### config.mk
export PLATFORM = sky130hd
export DESIGN_NAME = dsr_status_bank
export DESIGN_NICKNAME = d
export VERILOG_FILES = /design/src/dsr_pkg.sv /design/src/dsr_status_bank.sv
export SDC_FILE = /design/constraint.sdc
export NUM_CORES = 1
export LEC_CHECK = 0
export BUFFER_PORTS_ARGS = -buffer_cell sky130_fd_sc_hd__clkbuf_2
export CORE_MARGIN = 3
export CORE_UTILIZATION = 51
export CTS_BUF_LIST = sky130_fd_sc_hd__clkbuf_2 sky130_fd_sc_hd__clkbuf_4 sky130_fd_sc_hd__clkbuf_8
export CTS_CLUSTER_SIZE = 8
export DETAILED_ROUTE_END_ITERATION = 6
export GPL_TIMING_DRIVEN = 0
export PLACE_DENSITY = 0.83
export SLEW_MARGIN = 20
export SYNTH_ARGS = -nofsm -noshare
export SYNTH_HDL_FRONTEND = slang
export SYNTH_SLANG_ARGS = --single-unit
### constraint.sdc
create_clock -name clk -period 2.35 [get_ports clk]
set_input_delay 0.3525 -clock clk [delete_from_list [all_inputs] [get_ports clk]]
set_output_delay 0.3525 -clock clk [all_outputs]
set_load 0.05 [all_outputs]
### src/dsr_pkg.sv
// package for the demodulator status readback bank: register indices, codes, carriers
// assumes an AXI4-Lite master with 32-bit data and word-aligned addresses
package dsr_pkg;
	// ==========================================================
	// register indices (byte address is index times four)
	localparam logic [5:0] IDX_NARROW_GAIN = 6'h00;
	localparam logic [5:0] IDX_TIMING_HI = 6'h01;
	localparam logic [5:0] IDX_TIMING_MID = 6'h02;
	localparam logic [5:0] IDX_TIMING_LO = 6'h03;
	localparam logic [5:0] IDX_PHASE_HI = 6'h04;
	localparam logic [5:0] IDX_PHASE_MID = 6'h05;
	localparam logic [5:0] IDX_PHASE_LO = 6'h06;
	localparam logic [5:0] IDX_LOCK_STATE = 6'h07;
	localparam logic [5:0] IDX_WIDE_GAIN = 6'h08;
	localparam logic [5:0] IDX_SWEEP_HI = 6'h09;
	localparam logic [5:0] IDX_SWEEP_LO = 6'h0a;
	localparam logic [5:0] IDX_INPHASE = 6'h0b;
	localparam logic [5:0] IDX_QUAD = 6'h0c;
	localparam logic [5:0] IDX_NOISE = 6'h0d;
	localparam logic [5:0] IDX_BER_HI = 6'h0e;
	localparam logic [5:0] IDX_BER_LO = 6'h0f;
	localparam logic [5:0] IDX_CARRIER_HI = 6'h10;
	localparam logic [5:0] IDX_CARRIER_MID = 6'h11;
	localparam logic [5:0] IDX_CARRIER_LO = 6'h12;
	localparam logic [5:0] IDX_IRQ_STATUS = 6'h20;
	localparam logic [5:0] IDX_IRQ_ENABLE = 6'h21;
	localparam logic [5:0] IDX_IRQ_CLEAR = 6'h22;
	localparam int IDX_W = 6;
	localparam int IDX_LSB = 2;
	// ==========================================================
	// fields and codes
	localparam int LOCK_BIT = 0;
	localparam int SAMPLE_W = 6;
	localparam int EVT_W = 3;
	localparam int EVT_LOCK_GAINED = 0;
	localparam int EVT_LOCK_LOST = 1;
	localparam int EVT_BER_DONE = 2;
	localparam int BER_WINDOW_LOG2_DEF = 20;
	localparam logic [15:0] ERR_MAX = 16'hffff;
	localparam logic [1:0] RESP_OKAY = 2'h0;
	localparam logic [1:0] RESP_SLVERR = 2'h2;
	localparam logic [EVT_W-1:0] IRQ_EN_RESET = 3'h0;
	// ==========================================================
	// state codes
	typedef enum logic [0:0] {WR_IDLE = 1'b0, WR_RESP = 1'b1} dsr_wr_state_t;
	typedef enum logic [0:0] {RD_IDLE = 1'b0, RD_DATA = 1'b1} dsr_rd_state_t;
	// ==========================================================
	// carriers
	typedef struct packed {
		logic [7:0] narrow_gain;
		logic [23:0] timing_freq;
		logic [23:0] phase_freq;
		logic lock;
		logic [7:0] wide_gain;
		logic [15:0] sweep;
		logic [7:0] noise_power;
		logic [23:0] carrier_one;
	} dsr_loop_t;
	typedef struct packed {
		logic strobe;
		logic [SAMPLE_W-1:0] inphase;
		logic [SAMPLE_W-1:0] quadrature;
	} dsr_symbol_t;
	typedef struct packed {
		logic valid;
		logic error;
	} dsr_bit_t;
endpackage : dsr_pkg

### src/dsr_status_bank.sv
// status bank of the demodulator, read-only except the irq enable and clear registers, reached over AXI4-Lite
// assumes all inputs synchronous to clk; loop values arrive live from the demodulator core
//
// The AXI4-Lite interface to the registers was decided locally.
`timescale 1ns/1ps
`default_nettype none

// Summary of operation
// offset 00 reads live narrowband gain accumulator
// offsets 01-03 read symbol timing accumulator
// offsets 04-06 read carrier phase accumulator
// offset 07 bit 0 shows phase lock
// offset 08 reads wideband gain accumulator top
// offsets 09-0A read sweep accumulator, msb first
// host adds sweep, phase and start frequency
// offset 0B holds in-phase lsbs, per symbol
// offset 0C holds quadrature lsbs, per symbol
// offset 0D reads noise power, higher is worse
// host idles narrowband gain before noise read
// offsets 0E-0F count errors per window
// reads harmless, writes to status ignored
module dsr_status_bank #(
	parameter int ADDR_W = 8,
	parameter int BER_WINDOW_LOG2 = dsr_pkg::BER_WINDOW_LOG2_DEF
) (
	// clock and reset
	input wire logic clk,
	input wire logic rstn,
	// axi4-lite write address and data
	input wire logic [ADDR_W-1:0] s_axi_awaddr,
	input wire logic [2:0] s_axi_awprot,
	input wire logic s_axi_awvalid,
	output logic s_axi_awready,
	input wire logic [31:0] s_axi_wdata,
	input wire logic [3:0] s_axi_wstrb,
	input wire logic s_axi_wvalid,
	output logic s_axi_wready,
	// axi4-lite write response
	output logic [1:0] s_axi_bresp,
	output logic s_axi_bvalid,
	input wire logic s_axi_bready,
	// axi4-lite read
	input wire logic [ADDR_W-1:0] s_axi_araddr,
	input wire logic [2:0] s_axi_arprot,
	input wire logic s_axi_arvalid,
	output logic s_axi_arready,
	output logic [31:0] s_axi_rdata,
	output logic [1:0] s_axi_rresp,
	output logic s_axi_rvalid,
	input wire logic s_axi_rready,
	// demodulator core
	input wire dsr_pkg::dsr_loop_t loop_in,
	input wire dsr_pkg::dsr_symbol_t symbol_in,
	input wire dsr_pkg::dsr_bit_t bit_in,
	// interrupt
	output logic irq
);
	// ==========================================================
	// parameter checks
	if (ADDR_W < dsr_pkg::IDX_W + dsr_pkg::IDX_LSB)
	begin : g_addr_chk
		$error("ADDR_W too small for the register map");
	end
	if (BER_WINDOW_LOG2 < 1 || BER_WINDOW_LOG2 > 30)
	begin : g_ber_chk
		$error("BER_WINDOW_LOG2 out of range");
	end

	// ==========================================================
	// state
	typedef struct packed {
		dsr_pkg::dsr_wr_state_t wst;
		dsr_pkg::dsr_rd_state_t rst;
		logic aw_got;
		logic [dsr_pkg::IDX_W-1:0] aw_idx;
		logic w_got;
		logic [31:0] wdata;
		logic wstb0;
		logic [1:0] bresp;
		logic [31:0] rdata;
		logic [1:0] rresp;
		logic [dsr_pkg::SAMPLE_W-1:0] i_smp;
		logic [dsr_pkg::SAMPLE_W-1:0] q_smp;
		logic [BER_WINDOW_LOG2-1:0] bit_cnt;
		logic [15:0] err_acc;
		logic [15:0] err_cnt;
		logic lock_d;
		logic [dsr_pkg::EVT_W-1:0] irq_st;
		logic [dsr_pkg::EVT_W-1:0] irq_en;
	} dsr_state_t;

	dsr_state_t state_reg;
	dsr_state_t state_next;

	// ==========================================================
	// helpers
	function automatic logic [15:0] sat_inc(input logic [15:0] acc, input logic inc);
		if (inc && acc != dsr_pkg::ERR_MAX)
			return acc + 16'h0001;
		return acc;
	endfunction : sat_inc

	function automatic logic [dsr_pkg::IDX_W-1:0] addr_idx(input logic [ADDR_W-1:0] a);
		return a[dsr_pkg::IDX_LSB +: dsr_pkg::IDX_W];
	endfunction : addr_idx

	// status locations accept a write and drop it
	function automatic logic is_status(input logic [dsr_pkg::IDX_W-1:0] idx);
		return idx <= dsr_pkg::IDX_CARRIER_LO;
	endfunction : is_status

	function automatic logic is_mapped(input logic [dsr_pkg::IDX_W-1:0] idx);
		return is_status(idx) || idx == dsr_pkg::IDX_IRQ_STATUS ||
			idx == dsr_pkg::IDX_IRQ_ENABLE || idx == dsr_pkg::IDX_IRQ_CLEAR;
	endfunction : is_mapped

	// ==========================================================
	// read mux: everything live except the symbol samples, the error count and the irq status and enable registers
	function automatic logic [7:0] read_byte(input logic [dsr_pkg::IDX_W-1:0] idx,
		input dsr_pkg::dsr_loop_t lp, input dsr_state_t s);
		logic [7:0] v;
		v = 8'h00;
		case (idx)
			dsr_pkg::IDX_NARROW_GAIN: v = lp.narrow_gain;
			dsr_pkg::IDX_TIMING_HI: v = lp.timing_freq[23:16];
			dsr_pkg::IDX_TIMING_MID: v = lp.timing_freq[15:8];
			dsr_pkg::IDX_TIMING_LO: v = lp.timing_freq[7:0];
			dsr_pkg::IDX_PHASE_HI: v = lp.phase_freq[23:16];
			dsr_pkg::IDX_PHASE_MID: v = lp.phase_freq[15:8];
			dsr_pkg::IDX_PHASE_LO: v = lp.phase_freq[7:0];
			dsr_pkg::IDX_LOCK_STATE: v[dsr_pkg::LOCK_BIT] = lp.lock;
			dsr_pkg::IDX_WIDE_GAIN: v = lp.wide_gain;
			dsr_pkg::IDX_SWEEP_HI: v = lp.sweep[15:8];
			dsr_pkg::IDX_SWEEP_LO: v = lp.sweep[7:0];
			dsr_pkg::IDX_INPHASE: v[dsr_pkg::SAMPLE_W-1:0] = s.i_smp;
			dsr_pkg::IDX_QUAD: v[dsr_pkg::SAMPLE_W-1:0] = s.q_smp;
			dsr_pkg::IDX_NOISE: v = lp.noise_power;
			dsr_pkg::IDX_BER_HI: v = s.err_cnt[15:8];
			dsr_pkg::IDX_BER_LO: v = s.err_cnt[7:0];
			dsr_pkg::IDX_CARRIER_HI: v = lp.carrier_one[23:16];
			dsr_pkg::IDX_CARRIER_MID: v = lp.carrier_one[15:8];
			dsr_pkg::IDX_CARRIER_LO: v = lp.carrier_one[7:0];
			dsr_pkg::IDX_IRQ_STATUS: v[dsr_pkg::EVT_W-1:0] = s.irq_st;
			dsr_pkg::IDX_IRQ_ENABLE: v[dsr_pkg::EVT_W-1:0] = s.irq_en;
			default: v = 8'h00;
		endcase
		return v;
	endfunction : read_byte

	// ==========================================================
	// next state
	always_comb
	begin
		logic [dsr_pkg::EVT_W-1:0] evt;
		logic [dsr_pkg::EVT_W-1:0] clr;
		logic [dsr_pkg::IDX_W-1:0] widx;
		logic [dsr_pkg::IDX_W-1:0] ridx;
		evt = '0;
		clr = '0;
		widx = '0;
		ridx = '0;
		state_next = state_reg;

		// ---------------- write channel ----------------
		case (state_reg.wst)
			dsr_pkg::WR_IDLE:
			begin
				if (s_axi_awvalid && !state_reg.aw_got)
				begin
					state_next.aw_got = 1'b1;
					state_next.aw_idx = addr_idx(s_axi_awaddr);
				end
				if (s_axi_wvalid && !state_reg.w_got)
				begin
					state_next.w_got = 1'b1;
					state_next.wdata = s_axi_wdata;
					state_next.wstb0 = s_axi_wstrb[0];
				end
				if (state_next.aw_got && state_next.w_got)
				begin
					widx = state_next.aw_idx;
					state_next.aw_got = 1'b0;
					state_next.w_got = 1'b0;
					state_next.wst = dsr_pkg::WR_RESP;
					state_next.bresp = is_mapped(widx) ? dsr_pkg::RESP_OKAY :
						dsr_pkg::RESP_SLVERR;
					// status locations: answer okay, touch nothing
					if (state_next.wstb0 && widx == dsr_pkg::IDX_IRQ_ENABLE)
						state_next.irq_en = state_next.wdata[dsr_pkg::EVT_W-1:0];
					if (state_next.wstb0 && widx == dsr_pkg::IDX_IRQ_CLEAR)
						clr = state_next.wdata[dsr_pkg::EVT_W-1:0];
				end
			end
			dsr_pkg::WR_RESP:
			begin
				if (s_axi_bready)
					state_next.wst = dsr_pkg::WR_IDLE;
			end
			default: state_next.wst = dsr_pkg::WR_IDLE;
		endcase

		// ---------------- read channel ----------------
		case (state_reg.rst)
			dsr_pkg::RD_IDLE:
			begin
				if (s_axi_arvalid)
				begin
					ridx = addr_idx(s_axi_araddr);
					// reading has no effect on any counter or flag
					state_next.rdata = {24'h00_0000, read_byte(ridx, loop_in, state_reg)};
					state_next.rresp = is_mapped(ridx) ? dsr_pkg::RESP_OKAY :
						dsr_pkg::RESP_SLVERR;
					state_next.rst = dsr_pkg::RD_DATA;
				end
			end
			dsr_pkg::RD_DATA:
			begin
				if (s_axi_rready)
					state_next.rst = dsr_pkg::RD_IDLE;
			end
			default: state_next.rst = dsr_pkg::RD_IDLE;
		endcase

		// ---------------- symbol samples ----------------
		if (symbol_in.strobe)
		begin
			state_next.i_smp = symbol_in.inphase;
			state_next.q_smp = symbol_in.quadrature;
		end

		// ---------------- error counter ----------------
		// saturates rather than wraps so a bad window never reads as a good one
		if (bit_in.valid)
		begin
			state_next.bit_cnt = state_reg.bit_cnt + 1'b1;
			if (&state_reg.bit_cnt)
			begin
				state_next.err_cnt = sat_inc(state_reg.err_acc, bit_in.error);
				state_next.err_acc = '0;
				evt[dsr_pkg::EVT_BER_DONE] = 1'b1;
			end
			else
				state_next.err_acc = sat_inc(state_reg.err_acc, bit_in.error);
		end

		// ---------------- events ----------------
		state_next.lock_d = loop_in.lock;
		evt[dsr_pkg::EVT_LOCK_GAINED] = loop_in.lock && !state_reg.lock_d;
		evt[dsr_pkg::EVT_LOCK_LOST] = !loop_in.lock && state_reg.lock_d;
		// a new event in the clearing cycle survives the clear
		state_next.irq_st = (state_reg.irq_st & ~clr) | evt;
	end

	// ==========================================================
	// registers
	always_ff @(posedge clk or negedge rstn)
	begin
		if (!rstn)
		begin
			state_reg <= '0;
			state_reg.irq_en <= dsr_pkg::IRQ_EN_RESET;
		end
		else
			state_reg <= state_next;
	end

	// ==========================================================
	// outputs
	assign s_axi_awready = (state_reg.wst == dsr_pkg::WR_IDLE) && !state_reg.aw_got;
	assign s_axi_wready = (state_reg.wst == dsr_pkg::WR_IDLE) && !state_reg.w_got;
	assign s_axi_bvalid = (state_reg.wst == dsr_pkg::WR_RESP);
	assign s_axi_bresp = state_reg.bresp;
	assign s_axi_arready = (state_reg.rst == dsr_pkg::RD_IDLE);
	assign s_axi_rvalid = (state_reg.rst == dsr_pkg::RD_DATA);
	assign s_axi_rdata = state_reg.rdata;
	assign s_axi_rresp = state_reg.rresp;
	assign irq = |(state_reg.irq_st & state_reg.irq_en);

endmodule : dsr_status_bank
`default_nettype wire

==> results.json, run 1 <==
{
  "max_freq_mhz": 461.0,
  "clock_latency_ns": 0.38,
  "multiInputGateArea_um2": 3303,
  "required_ns": 2.61,
  "dr_total_vias": 5810,
  "async_flop_share": 1.000,
  "maxSlewHeadroom": 0.3488,
  "die_width_um": 115.1,
  "worstHoldStart": "s_axi_bready",
  "drv_slew": 0,
  "cts_tree": "done",
  "clkSinkCount": 95,
  "hold-path-cell-count": 2,
  "hp-class": "in -> reg",
  "finalCritPeriodShare": 0.9230,
  "mostFrequentLayoutCell": "clkbuf_2",
  "critPathSlowestCell": "dfrtp_1",
  "crit_chain": "ha_1 > nand3_2 > or2_1 > buf_2 > o21ai_2 > mux2i_2 > a21oi_1",
  "root_buffer": "clkbuf_8",
  "setup_viol": 0,
  "die_area_um2": 13240,
  "syn_inst": 644,
  "largest_reg_flops": 83,
  "max_cap_violations": 0,
  "cts_inserted_buffers": 9,
  "ys_ff_latch": 95,
  "avgSynthCellArea_um2": 9.419,
  "crit_buf_inv": 1,
  "drc": 0,
  "post_drt_wl_per_cell_um": 18.48,
  "cellLeakagePower_nw": 3.541,
  "drt_pre_antenna_iters": 6,
  "critPathTopFamily": "flip-flops",
  "fillers": 993,
  "r2r_start": "state_reg[23]",
  "grt_usage": 0.2756,
  "final_cell_mix": "clkbuf_2 (164), dfrtp_1 (95), nand2_1 (55)",
  "antenna_found_initial": 0,
  "cts.clk_slew.worst_paths_ns": 0.10,
  "run_status": "finished, final reports clean",
  "synth_edf_count": 0,
  "hold_end": "s_axi_bvalid",
  "yosys_most_used_dff": "dfrtp_1",
  "ff2ff_setup_slack_ns": 0.18,
  "grt_max_degree": 95,
  "crit_path_start_kind": "flip-flop",
  "rows": 39,
  "worstRegToRegCells": 7,
  "yosys_warnings": 0,
  "drtIter0Drc": 575,
  "grt_remaining_overflow": 0,
  "grt_pass1_wl_um": 28610,
  "arrival_ns": 2.43,
  "ir_worst_vdd_mv": 0.5294,
  "nets": 1039,
  "rsz0062_at_grt": "false",
  "worstMarginPinSlew_ns": 0.9521,
  "drive_above_1_share": 0.3439,
  "path_max_fanout": 8,
  "yosysSeqAreaShare": 0.3919,
  "place.detailed.hpwl_um": 14150,
  "die_height_um": 115.1,
  "placed_area_um2": 7186,
  "num_io_pins": 235,
  "power_density_nw_per_um2": 675.1,
  "wl_um": 18350,
  "p_total_mw": 5.001,
  "period_needed_ns": 2.169,
  "place.gp.congestion": 0.9750,
  "fin_worst_skew_ns": 0.01396,
  "htree_levels": 3,
  "critPathKind": "reg -> reg",
  "r2r-end": "state_reg[8]",
  "io_buffers": 162,
  "start_util": 0.5267,
  "regArea_um2": 2377,
  "fin_util": 0.6432,
  "syn_to_final_growth_pct": 22.11,
  "via_per_inst": 5.851,
  "grt_pass1_vias": 5655,
  "clk_path_buf_depth": 2,
  "core_area_um2": 11520,
  "synthDistinctLibCells": 71,
  "ant_nets": 0,
  "end_kind": "flip-flop",
  "cp_slowest_stage_delay_ns": 0.44,
  "stdcell_area_um2": 7407,
  "netlist_area_um2": 6066,
  "hold_viol": 0
}
-- logic make-up (layout without fill, tap and decap cells) --
| logic type | count (synthesis) | in the layout | share of synthesized area |
|---|---|---|---|
| other cells | 1 | 27 | 0.0006182 |
| flops | 95 | 95 | 0.3919 |
| buf+inv | 83 | 263 | 0.08045 |
| compound gates | 151 | 151 | 0.1729 |
| fa+ha+maj | 3 | 3 | 0.005775 |
| xor+xnor | 28 | 28 | 0.04043 |
| simple gates | 223 | 223 | 0.1982 |
| mux | 60 | 60 | 0.1097 |
-- area by class of cell --
cell class,instances,area share
Antenna cell,1,0.0003378
Buffer,68,0.05828
Clock buffer,10,0.01774
Clock inverter,6,0.009291
Inverter,15,0.007601
Multi-Input combinational cell,491,0.4459
Sequential cell,95,0.3209
Tap cell,143,0.02416
Timing Repair Buffer,164,0.1157
-- worst max-delay path by stage --
stage                                from        endpoint  cells after the start
after detailed placement  s_axi_araddr[3]  s_axi_rdata[2]                      7
after CTS                   state_reg[23]    state_reg[8]                      7
after global placement               rstn   state_reg[23]                      1
after floorplan             state_reg[23]   state_reg[23]                      7
final                       state_reg[23]    state_reg[8]                      7
after global routing        state_reg[24]    state_reg[8]                      7
-- metal layers --
layer / track usage / share of wire / up-vias
li1: - / - / 2730
met1: 0.3535 / 0.40 / 2712
met2: 0.4549 / 0.49 / 312
met3: 0.05053 / 0.079 / 56
met4: 0.1244 / 0.035 / 0
met5: 0 / 0 / -
-- Yosys cell counts, types with 3 or more instances --
library cell   n  area, um2
nand3_1       25      125.1
xnor2_1       15      131.4
o31ai_1        6      45.04
and4_1         5      43.79
mux2_2        32      360.4
o21ai_1        5      25.02
a32oi_1        4      35.03
o21ai_0       21      105.1
a21oi_1       31      155.2
a222oi_1       3      30.03
nand2_1       55      206.5
nor2b_1        8      50.05
a31oi_1        6      37.54
clkbuf_1       8      30.03
o211ai_1       9      67.56
buf_4         37      277.8
o2bb2ai_1      5      43.79
clkbuf_2       3      15.01
and2_1         5      31.28
inv_1         13      48.80
nand4_1       16      100.1
dfrtp_1       95       2377
nor2_1        39      146.4
nor4_1         5      31.28
nor3_2         4      40.04
nand2b_1       6      37.54
nor3b_1        4      30.03
o311ai_0       5      43.79
nor3_1        18      90.09
a22oi_1       26      195.2
buf_1          3      11.26
mux2i_1       26      260.3
a22o_1         4      35.03
xor2_1        13      113.9
buf_2         15      75.07
and3_1        13      81.33
a2bb2oi_1      3      26.28
-- metrics by stage --
step                      std cells  hold slack [ns]  setup TNS [ns]  setup slack (ns)
final                           993           0.1440               0            0.1809
after global routing            992           0.1296               0           0.05608
after CTS                       992           0.1324               0           0.09199
after detailed placement        975           0.1591               0           0.04948
after global placement          974           0.4230          -21.88           -0.2356
after floorplan                 669          0.05691               0            0.4559
-- repair_timing --
item / in CTS / in global routing
hold buffers: 1 / 0
setup buffers: 0 / 0
resized for setup: 0 / 2
endpoints found under the hold margin: 1 / 0
setup endpoints to repair: 0 / 1
-- power by group --
part / switching (mW) / internal [mW] / leakage [nW]
Sequential: 0.235 / 1.92 / 1.19
Clock: 0.609 / 0.507 / 0.0886
Combinational: 1.03 / 0.703 / 2.26
Total: 1.87 / 3.13 / 3.54
(Power assumes the default switching activity.)
==> run 2: changes to the inputs <==
--- a/config.mk
+++ b/config.mk
@@ -12,6 +12,7 @@
 export CTS_CLUSTER_SIZE = 8
 export DETAILED_ROUTE_END_ITERATION = 6
 export GPL_TIMING_DRIVEN = 0
+export MAX_ROUTING_LAYER = met4
 export PLACE_DENSITY = 0.83
 export SLEW_MARGIN = 20
 export SYNTH_ARGS = -nofsm -noshare
==> results.json, run 2 (synthesis results as in run 1) <==
{
  "run_status": "finished, final reports clean",
  "wl_um": 18230,
  "post_drt_wl_per_cell_um": 18.38,
  "rsz0062_at_grt": "false",
  "fin_util": 0.6436,
  "crit_chain": "ha_1 > nand3_1 > or2_1 > buf_2 > o21ai_2 > mux2i_2 > a21oi_1",
  "critPathKind": "reg -> reg",
  "required_ns": 2.60,
  "die_area_um2": 13240,
  "crit_buf_inv": 1,
  "hp-class": "in -> reg",
  "clk_path_buf_depth": 2,
  "drv_slew": 0,
  "clkSinkCount": 95,
  "power_switching_mw": 1.854,
  "cp_slowest_stage_delay_ns": 0.45,
  "pwr-share-comb": 0.344,
  "grt_usage": 0.2778,
  "syn_to_final_growth_pct": 22.19,
  "path_max_fanout": 8,
  "final_cell_mix": "clkbuf_2 (164), dfrtp_1 (95), nand2_1 (55)",
  "swShare": 0.3681,
  "period_needed_ns": 2.207,
  "grt_pass1_vias": 5394,
  "grt_util_met1": 0.3504,
  "grt_remaining_overflow": 0,
  "arrival_ns": 2.46,
  "max_freq_mhz": 453.1,
  "clock_latency_ns": 0.37,
  "hold_viol": 0,
  "place.detailed.hpwl_um": 14090,
  "dpl_worst_slack_ns": 0.05733,
  "crit_path_start_kind": "flip-flop",
  "ir_worst_vdd_mv": 0.4996,
  "end_kind": "flip-flop",
  "critPathTopFamily": "simple AND/OR/NAND/NOR gates",
  "mostFrequentLayoutCell": "clkbuf_2",
  "num_io_pins": 235,
  "internal_power_mw": 3.182,
  "die_height_um": 115.1,
  "fin_worst_skew_ns": 0.01851,
  "root_buffer": "clkbuf_8",
  "critPathSlowestCell": "dfrtp_1",
  "diodes": 0,
  "antenna_found_initial": 0,
  "power_density_nw_per_um2": 679.5,
  "top_usage_layer": "met2",
  "grt_max_degree": 95,
  "p_clk_frac": 0.229,
  "met2_usage": 0.4444,
  "max_cap_violations": 0,
  "cts_inserted_buffers": 9,
  "setup_viol": 0,
  "drt_pre_antenna_iters": 5,
  "io_buffers": 162,
  "worstMarginPinSlew_ns": 0.8107,
  "cts_setup_buffers": 0,
  "start_util": 0.5267,
  "p_total_mw": 5.036,
  "ant_nets": 0,
  "nets": 1039,
  "die_width_um": 115.1,
  "drive_above_1_share": 0.3428,
  "dr_total_vias": 5807,
  "dp.cells": 975,
  "grt_util_met3": 0.04684,
  "via_per_inst": 5.854,
  "seq_power_share": 0.427,
  "largest_reg_flops": 83,
  "drtIter0Drc": 573,
  "finalCritPeriodShare": 0.9392,
  "drc": 0,
  "rows": 39,
  "cts_tree": "done",
  "htree_levels": 3,
  "grt_pass1_wl_um": 27970,
  "core_area_um2": 11520,
  "place.gp.congestion": 0.9634,
  "worst_slack_ns": 0.1428,
  "final_cells": 992,
  "cellLeakagePower_nw": 3.554,
  "maxSlewHeadroom": 0.4455,
  "cts.clk_slew.worst_paths_ns": 0.09
}
-- run 2: cell count changes in the layout (fill, tap and decap cells not counted) --
cell,before,now
clkbuf_8,10,12
clkinvlp_4,4,2
clkinv_4,0,1
diode_2,1,0
inv_6,1,0
nand3_1,24,25
nand3_2,1,0
-- run 2: worst reg2reg max path, cell delays in order (launching register included) --
cell     delay [ns]
dfrtp_1        0.45
ha_1           0.22
nand3_1        0.24
or2_1          0.29
buf_2          0.17
o21ai_2        0.30
mux2i_2        0.33
a21oi_1        0.10
-- run 2: path summary, 6_finish.rpt --
kind,from,endpoint,slack [ns],cells past startpoint
worst min register to register,state_reg[6],state_reg[3],0.44,1
worst min-delay path,loop_in[56],state_reg[6],0.16,1
worst max-delay path,state_reg[23],state_reg[8],0.14,7
min in group asynchronous,rstn,state_reg[140],0.33,2
worst max register to register,state_reg[23],state_reg[8],0.14,7
max in group asynchronous,rstn,state_reg[68],1.39,3
-- run 2: final cells by class --
type / count / area (um2)
Tap cell: 143 / 178.9
Multi-Input combinational cell: 491 / 3298
Clock inverter: 4 / 53.80
Clock buffer: 12 / 158.9
Fill cell: 988 / 4104
Buffer: 68 / 431.7
Inverter: 15 / 56.30
Sequential cell: 95 / 2377
Timing Repair Buffer: 164 / 857.1
-- run 2: routing by layer --
metal / part of all wire / vias up
li1: - / 2732
met1: 0.41 / 2682
met2: 0.48 / 326
met3: 0.079 / 67
met4: 0.037 / 0
met5: 0 / -
-- run 2: stage by stage --
stage          hold slack (ns)  area, um2  setup TNS, ns
5_1_grt                 0.1464       7412              0
3_3_place_gp            0.4223       7149         -22.67
4_1_cts                 0.1460       7408              0
3_5_place_dp            0.1592       7186              0
6_report                0.1623       7412              0
2_1_floorplan          0.05691       6160              0
-- run 2: what timing repair did --
item                                    4_1_cts  5_1_grt
hold buffers                                  1        0
endpoints found under the hold margin         1        0
endpoints found under the setup margin        0        1
gates resized for setup                       0        1
-- run 2: power by group through the flow --
stage                     combinational [mW]  sequential (mW)  clock (mW)
after floorplan                         1.23             2.15           0
after global placement                  1.67             2.16           0
after detailed placement                1.71             2.17           0
after CTS                               1.72             2.14        1.16
after global routing                    1.86             2.19        1.22
final                                   1.73             2.15        1.15
